**src/frs_map.svh**
```systemverilog
/*
 Offsets, opcode fields, reset values and timing counts for the file-register
 execution block. Assumes a 14-bit instruction word and a 7-bit file address.
*/
// Operation
// - Op 000111 adds accumulator and file, sets carry, nibble carry and zero, in one cycle.
// - Add with destination zero puts the sum in the accumulator and leaves the file alone.
// - Add with destination one writes the sum to the file and leaves the accumulator alone.
// - Op 000101 ANDs accumulator and file, updates only zero, in one cycle.
// - AND sends its result to the accumulator for destination zero, to the file for one.
// - Top bits 0110 test a bit; a zero bit discards the next word for one idle cycle.
// - A read-modify-write of a port register takes its source from the pin levels.
// - A write to timer zero count with the prescaler on the timer clears the prescaler.
`ifndef FRS_MAP_SVH
`define FRS_MAP_SVH
`define FRS_OP_ADD 6'h07
`define FRS_OP_AND 6'h05
`define FRS_OP_BCLR 4'h4
`define FRS_OP_BTSZ 4'h6
`define FRS_DEST_BIT 7
`define FRS_BSEL_HI 9
`define FRS_BSEL_LO 7
`define FRS_TMR_ADDR 7'h01
`define FRS_ACC_RST 8'h00
`define FRS_SKIP_CYCLES 2
`endif

```
**src/frs_pkg.sv**
```systemverilog
/*
 Types for the file-register execution block.
 Assumes the constants of frs_map.svh are included where numbers are needed.
*/
`default_nettype none
package frs_pkg;
   // One write towards the register file
   typedef struct packed {
      logic we;
      logic [6:0] addr;
      logic [7:0] data;
   } frs_wr_t;

   // Status flags owned by the block
   typedef struct packed {
      logic carry;
      logic nibble_overflow_flag;
      logic zero;
   } frs_flags_t;

   // Execution phase
   typedef enum logic [0:0] {
      FRS_RUN = 1'b0,
      FRS_IDLE = 1'b1
   } frs_state_t;
endpackage
`default_nettype wire

```
**src/frs_exec.sv**
```systemverilog
/*
 Execution of add, AND, bit clear and bit test-skip on file registers.
 Assumes the register file answers file_raddr combinationally on file_rdata,
 writes file_wr at the edge after it is shown, and that the fetch path drops
 the word presented while idle_cycle is high.
*/
`timescale 1ns/1ns
`default_nettype none
`include "frs_map.svh"
module frs_exec (
   // Clock and reset
   input wire logic clk,
   input wire logic rst_n,
   // Instruction in
   input wire logic instr_valid,
   input wire logic [13:0] instr_word,
   // Register file read side
   output logic [6:0] file_raddr,
   input wire logic [7:0] file_rdata,
   input wire logic file_is_port,
   input wire logic [7:0] port_pins,
   // Register file write side
   output frs_pkg::frs_wr_t file_wr,
   // Timer zero prescaler
   input wire logic prescaler_on_timer,
   output logic prescaler_clr,
   // Core state
   output logic [7:0] acc,
   output frs_pkg::frs_flags_t flags,
   output logic idle_cycle
);

   // Pick one bit of a byte
   function automatic logic bit_of(input logic [7:0] v, input logic [2:0] sel);
      bit_of = v[sel];
   endfunction

   // Byte with one bit cleared
   function automatic logic [7:0] clear_bit(input logic [7:0] v, input logic [2:0] sel);
      logic [7:0] r;
      r = v;
      r[sel] = 1'b0;
      clear_bit = r;
   endfunction

   frs_pkg::frs_state_t state_reg, state_next;
   logic [7:0] acc_reg, acc_next;
   frs_pkg::frs_flags_t flags_reg, flags_next;
   frs_pkg::frs_wr_t wr_reg, wr_next;
   logic pclr_reg, pclr_next;

   logic take;
   logic is_add, is_and, is_bclr, is_btsz;
   logic dest;
   logic [2:0] bsel;
   logic [7:0] src;
   logic [8:0] sum;
   logic [4:0] low_sum;
   logic [7:0] conj;

   // Decode; words shown during the idle cycle are never taken
   assign take = instr_valid && (state_reg == frs_pkg::FRS_RUN);
   assign is_add = take && (instr_word[13:8] == `FRS_OP_ADD);
   assign is_and = take && (instr_word[13:8] == `FRS_OP_AND);
   assign is_bclr = take && (instr_word[13:10] == `FRS_OP_BCLR);
   assign is_btsz = take && (instr_word[13:10] == `FRS_OP_BTSZ);
   assign dest = instr_word[`FRS_DEST_BIT];
   assign bsel = instr_word[`FRS_BSEL_HI:`FRS_BSEL_LO];
   assign file_raddr = instr_word[6:0];

   // Source value: pins for ports, else a bypass of the write still in flight,
   // because the register file lands our write one edge late
   always_comb begin
      if (file_is_port) begin
         src = port_pins;
      end else if (wr_reg.we && wr_reg.addr == file_raddr) begin
         src = wr_reg.data;
      end else begin
         src = file_rdata;
      end
   end

   // Arithmetic
   assign sum = {1'b0, acc_reg} + {1'b0, src};
   assign low_sum = {1'b0, acc_reg[3:0]} + {1'b0, src[3:0]};
   assign conj = acc_reg & src;

   // Next values of accumulator, flags, write port and phase
   always_comb begin
      state_next = frs_pkg::FRS_RUN;
      acc_next = acc_reg;
      flags_next = flags_reg;
      wr_next = '0;
      wr_next.addr = file_raddr;
      if (is_add) begin
         flags_next.carry = sum[8];
         flags_next.nibble_overflow_flag = low_sum[4];
         flags_next.zero = (sum[7:0] == 8'h00);
         if (dest) begin
            wr_next.we = 1'b1;
            wr_next.data = sum[7:0];
         end else begin
            acc_next = sum[7:0];
         end
      end else if (is_and) begin
         flags_next.zero = (conj == 8'h00);
         if (dest) begin
            wr_next.we = 1'b1;
            wr_next.data = conj;
         end else begin
            acc_next = conj;
         end
      end else if (is_bclr) begin
         wr_next.we = 1'b1;
         wr_next.data = clear_bit(src, bsel);
      end else if (is_btsz) begin
         if (!bit_of(src, bsel)) begin
            state_next = frs_pkg::FRS_IDLE;
         end
      end
   end

   // Prescaler clear rides with the timer write
   assign pclr_next = wr_next.we && (wr_next.addr == `FRS_TMR_ADDR)
      && prescaler_on_timer;

   // Registers
   always_ff @(posedge clk) begin
      if (!rst_n) begin
         state_reg <= frs_pkg::FRS_RUN;
         acc_reg <= `FRS_ACC_RST;
         flags_reg <= '0;
         wr_reg <= '0;
         pclr_reg <= 1'b0;
      end else begin
         state_reg <= state_next;
         acc_reg <= acc_next;
         flags_reg <= flags_next;
         wr_reg <= wr_next;
         pclr_reg <= pclr_next;
      end
   end

   assign file_wr = wr_reg;
   assign acc = acc_reg;
   assign flags = flags_reg;
   assign prescaler_clr = pclr_reg;
   assign idle_cycle = (state_reg == frs_pkg::FRS_IDLE);
endmodule
`default_nettype wire

```
**config.mk**
```make
export PLATFORM = sky130hd
export DESIGN_NAME = frs_exec
export DESIGN_NICKNAME = d
export VERILOG_FILES = /design/src/frs_pkg.sv /design/src/frs_exec.sv
export VERILOG_INCLUDE_DIRS = /design/src /design/src/src
export SDC_FILE = /design/constraint.sdc
export NUM_CORES = 1
export LEC_CHECK = 0
export BUFFER_PORTS_ARGS = -buffer_cell sky130_fd_sc_hd__clkbuf_2
export CAP_MARGIN = 20
export CORE_MARGIN = 4
export CORE_UTILIZATION = 25
export DETAILED_ROUTE_END_ITERATION = 16
export PLACE_DENSITY = 0.51
export SLEW_MARGIN = 40
export SYNTH_ARGS = -nofsm -noshare
export SYNTH_HDL_FRONTEND = slang
export SYNTH_SLANG_ARGS = --single-unit
```
**constraint.sdc**
```tcl
create_clock -name clk -period 3.51 [get_ports clk]
set_clock_uncertainty 0.2 [all_clocks]
set_input_delay 0.1755 -clock clk [delete_from_list [all_inputs] [get_ports clk]]
set_output_delay 0.1755 -clock clk [all_outputs]
set_load 0.005 [all_outputs]
```
After elaboration in Yosys (flattened, before gate mapping)
Cells that the tools add are included.
Widths: inputs -> output; s select.
{"block": "word_totals", "regBits": 29, "in_bits": 35, "output_inout_bits": 36, "elab_cells": 63}
{"block": "op_classes", "addsub": 2, "n_lt_le_gt_ge": 2, "eq_ne": 8, "muxes": 22, "bitwise_logic": 6, "n_reduce_logical": 14}
{"op": "$mux 8", "count": 11}
{"op": "$and 8x8->8", "count": 2}
{"op": "$logic_not 8->1", "count": 2}
{"op": "$eq 6x3->1 const B", "count": 2}
{"op": "$add 8x8->9", "count": 1}
{"op": "$logic_and 1x1->1", "count": 9}
{"op": "$mux 1", "count": 9}
{"op": "$eq 4x3->1 const B", "count": 2}
{"op": "$not 8->8", "count": 1}
{"op": "$eq 7x1->1 const B", "count": 1}
{"op": "$eq 7x7->1", "count": 1}
{"op": "$add 4x4->5", "count": 1}
{"op": "$reduce_or 5->1", "count": 1}
{"op": "$lt 3x4->1 const B", "count": 1}
{"op": "$ne 2x2->1 const B", "count": 2}
{"op": "$bmux 1 s3", "count": 1}
{"op": "$demux 1 s3", "count": 1}
{"op": "$ge 3x1->1 const B", "count": 1}
{"op": "$not 1->1", "count": 3}
{"op": "$reduce_and 3->1", "count": 1}
{"op": "$reduce_bool 2->1", "count": 1}

Depth between registers and ports, before layout
{"block": "depth", "depth_word": 9, "ltp_mapped": 14, "depth_no_buf": 14}

Worst setup path before layout
No wires, ideal clock.
{"block": "synth_timing", "kind": "register to register", "startpoint": "register wr_reg (netlist bit file_wr[12])", "endpoint": "register flags_reg (netlist bit flags[0])", "setup_ps": 70, "t_arrival_ps": 3118, "required_time_ps": 3240, "slack_ps": 122, "path_stages_with_launch": 13, "n_path_buf": 0, "period_less_slack_ps": 3388, "path_cell_list": "dfxtp_1 xnor2_1 nand4_1 nor2_1 mux2_2 mux2_2 ha_1 a211oi_2 o21bai_1 a2111o_1 a21o_1 a2111o_1 a21oi_1"}
{"block": "synth_between", "elab_chain_len": 8, "word_cells_on_any_way": 10, "classes_between": "1 x add/sub; 1 x eq/ne; 4 x mux; 1 x bitwise; 3 x reduce/logical"}
{"item": "start, declared", "line_no": "frs_exec.sv:49", "text": "frs_pkg::frs_wr_t wr_reg, wr_next;"}
{"item": "start signal, assigned", "line_no": "frs_exec.sv:139", "text": "wr_reg <= wr_next;"}
{"item": "$eq 7x7->1 (*)", "line_no": "frs_exec.sv:76", "text": "end else if (wr_reg.we && wr_reg.addr == file_raddr) begin"}
{"item": "$logic_and 1x1->1 (*)", "line_no": "frs_exec.sv:76"}
{"item": "$mux 8 (*)", "line_no": "frs_exec.sv:76"}
{"item": "$mux 8 (*)", "line_no": "frs_exec.sv:74", "text": "if (file_is_port) begin"}
{"item": "parallel branches: the longest is 3 deep, another holds $add 8x8->9"}
{"item": "$mux 1 (*)", "line_no": "frs_exec.sv:95", "text": "if (is_add) begin"}
{"item": "end signal, assigned", "line_no": "frs_exec.sv:138", "text": "flags_reg <= flags_next;"}
{"item": "end, declared", "line_no": "frs_exec.sv:48", "text": "frs_pkg::frs_flags_t flags_reg, flags_next;"}
Every way passes the cells marked *. The select of a mux whose other input is x is not followed.
A chain may end at the register's enable or synchronous reset.

Final worst setup path
{"block": "layout_timing", "startpoint": "register wr_reg (netlist bit file_wr[10])", "endpoint": "register flags_reg (netlist bit flags[0])"}
Same word-level chain as after synthesis.

==> impl_metrics.yaml <==
clock_network:
  cts.clk_slew.worst_paths_ns: 0.07
  clock-sinks: 29
  cts.path.max_buffers: 2
  h-tree-depth: 2
  clk_latency_ns: 0.29
  cts_tree: "built"
  clockRootBuffer: "clkbuf_8"
  cts_made_buffers: 5
yosys:
  synth_seq_area_share: 0.276
  yosysMostFrequentCell: "dfxtp_1"
  netlist_instances: 255
  synth_edf_count: 0
  synth_nets: 302
  synth_top_area_share: 0.276
  post-synth-top-area-cell: "dfxtp_1"
  synthArstFlopShare: 0
  synth_area_leaders: "dfxtp_1 (28%), ha_1 (6.5%), nor2_1 (4.3%)"
  yosys_most_used_dff: "dfxtp_1"
  ys_types: 54
  ys_ff_latch: 29
  mappedNetlistArea_um2: 2110
  yosysWarnings: 0
  syn-mean-instance-area_um2: 8.26
  synthTopCellsByCount: "dfxtp_1 (29), nor2_1 (24), nand2_1 (22)"
floorplan:
  core_um2: 8220
  top_level_ports: 71
  die_h_um: 99.8
  rows: 33
  die-area_um2: 9960
  start_util: 0.256
  fp.dieW_um: 99.8
sta:
  maxSlewViolCount: 0
  worst_pin_slew_ns: 0.689
  hold_violations: 0
  fmax_mhz: 301
  rsz0062_at_grt: "no"
  relSlewSlack: 0.538
  period_needed_ns: 3.33
  fin_crit_sh: 0.948
  setup_tns_ns: 0
  setup_viol_count_final: 0
pwr:
  powerDensity_nw_per_um2: 291
  leakage_nw: 1.22
  peakVddDrop_mv: 0.103
global_route:
  antenna_found_initial: 0
  grt_pass1_wl_mm: 11.6
  grt_max_degree: 26
  grt_pass1_vias: 2214
  grt_usage: 0.147
  overflow: 0
drt:
  routedWlPerCell_um: 15.8
  drtPass1Iterations: 4
  drc_errors: 0
  wl_met2_mm: 3.13
  via_per_inst: 5.00
  routed-wl-met3_um: 438
  ant_nets: 0
  m1WireLength_mm: 3.28
  drt_iter0_markers: 137
  vias: 2213
  routed_wl_mm: 7.00
  top_layer: "met4"
placement:
  place_area_um2: 2630
  dp_hpwl_mm: 5.43
  gp_congestion: 0.844
  port_buffers: 70
layout:
  final_nets: 384
  final_area_um2: 2800
  largest_reg_flops: 16
  drive_gt1_frac: 0.361
  n_antenna_cell: 0
  area_delta_synth_final_pct: 33.1
critical_path:
  start_kind: "flop"
  critPathRequiredTime_ns: 3.54
  crit_slowest_cell: "a2111o_1"
  crit_arrival_ns: 3.36
  ff2ff_setup_slack_ns: 0.18
  path_cells: "xnor2_1 -> nand4_1 -> nor2_2 -> mux2_2 -> mux2_4 -> ha_1 -> a211oi_2 -> o21bai_1 -> a2111o_1 -> a21o_1 -> a2111o_1 -> a21oi_2"
  crit_top_cell: "a2111o_1"
  crit_path_end_kind: "flop"
  critPathKind: "flop to flop"
  worstPathMaxFanout: 3
  critPathMaxStageDelay_ns: 0.39
hold_path:
  hold_class: "input port to flop"
status:
  outcome: "finished, final reports clean"
run:
  cap_violations: 0
==> layer usage <==
| layer | global-route usage | vias to the layer above |
|---|---|---|
| met5 | 0 | - |
| met4 | 0.0630 | 0 |
| met3 | 0.0320 | 10 |
| met2 | 0.233 | 74 |
| met1 | 0.191 | 1025 |
| li1 | - | 1104 |
==> area by class of cell <==
class	count	area (µm²)
fillers	878	5410
multi-input cells	199	1420
flip-flops and latches	29	581
repair buffers	93	533
well taps	105	131
clock buffers	7	96.3
inverters	9	33.8
clock inverters	1	5.00
==> power by group <==
| group | internal [mW] | leakage (nW) | switching (mW) |
|---|---|---|---|
| registers | 0.335 | 0.236 | 0.00386 |
| logic | 0.0780 | 0.927 | 0.0857 |
| clock network | 0.177 | 0.0542 | 0.135 |
| total | 0.590 | 1.22 | 0.225 |
==> metrics by stage <==
step           power [mW]  instances  hold slack [ns]  utilization  worst slack, ns
6_report            0.815        443           0.0288        0.341            0.183
3_3_place_gp        0.503        430            0.245        0.320           0.0633
2_1_floorplan       0.436        255           0.0972            -            0.122
3_5_place_dp        0.502        430            0.242        0.320           0.0416
4_1_cts             0.819        442           0.0205        0.337           0.0270
5_1_grt             0.855        443           0.0477        0.341          0.00794
==> repair_timing <==
| item | CTS | global route |
|---|---|---|
| endpoints found under the hold margin | 4 | 0 |
| setup endpoints to repair | 0 | 6 |
| resized for setup | 0 | 11 |
| hold buffers | 4 | 0 |
| setup buffers | 0 | 1 |
==> worst paths after layout <==
kind | from | endpoint | cells past startpoint
max | file_wr[10]$_SDFF_PN0_ | flags[0]$_SDFFE_PN0P_ | 12
min | instr_word[10] | idle_cycle$_SDFF_PP0_ | 4
max reg2reg | file_wr[10]$_SDFF_PN0_ | flags[0]$_SDFFE_PN0P_ | 12
min reg2reg | acc[6]$_SDFFE_PN0P_ | acc[6]$_SDFFE_PN0P_ | 2
==> cells by family (layout without fill, tap and decap cells) <==
logic type,after synthesis,after routing,synth area share
and+or+nand+nor,94,94,0.226
AOI/OAI and AO/OA,67,67,0.229
DFF,29,29,0.276
buffers and inverters,27,110,0.0623
muxes,15,15,0.0867
adders and majority gates,12,12,0.0748
xor gates and xnor gates,11,11,0.0457
==> layout by cell type (no fill, tap or decap), types with 3 or more instances in the layout <==
cell	synthesis	final
nand2_1	22	22
o21a_1	3	3
nor4_1	4	4
buf_4	7	19
nor3b_1	3	3
mux2i_1	7	6
nand3_1	8	8
dfxtp_1	29	29
nor2_1	24	23
or3b_2	3	3
o22ai_1	4	4
mux2_2	6	5
xnor2_1	10	10
o21ai_0	13	10
and2_1	8	8
a21oi_1	12	10
nor3_1	4	3
o221ai_1	3	3
ha_1	11	10
dlygate4sd3_1	0	4
inv_1	9	9
or2_2	3	3
clkbuf_8	0	7
a311oi_1	3	3
clkbuf_2	0	70
a32o_1	4	4
nand4_1	5	5
==> worst max-delay path: cells and delay by family, from the launching register on <==
family	cells	cell delay (ns)
compound gates	6	1.38
xor+xnor	1	0.15
fa+ha+maj	1	0.28
flops	1	0.32
mux	2	0.65
simple gates	2	0.30
Power figures use the tool's default switching activity.
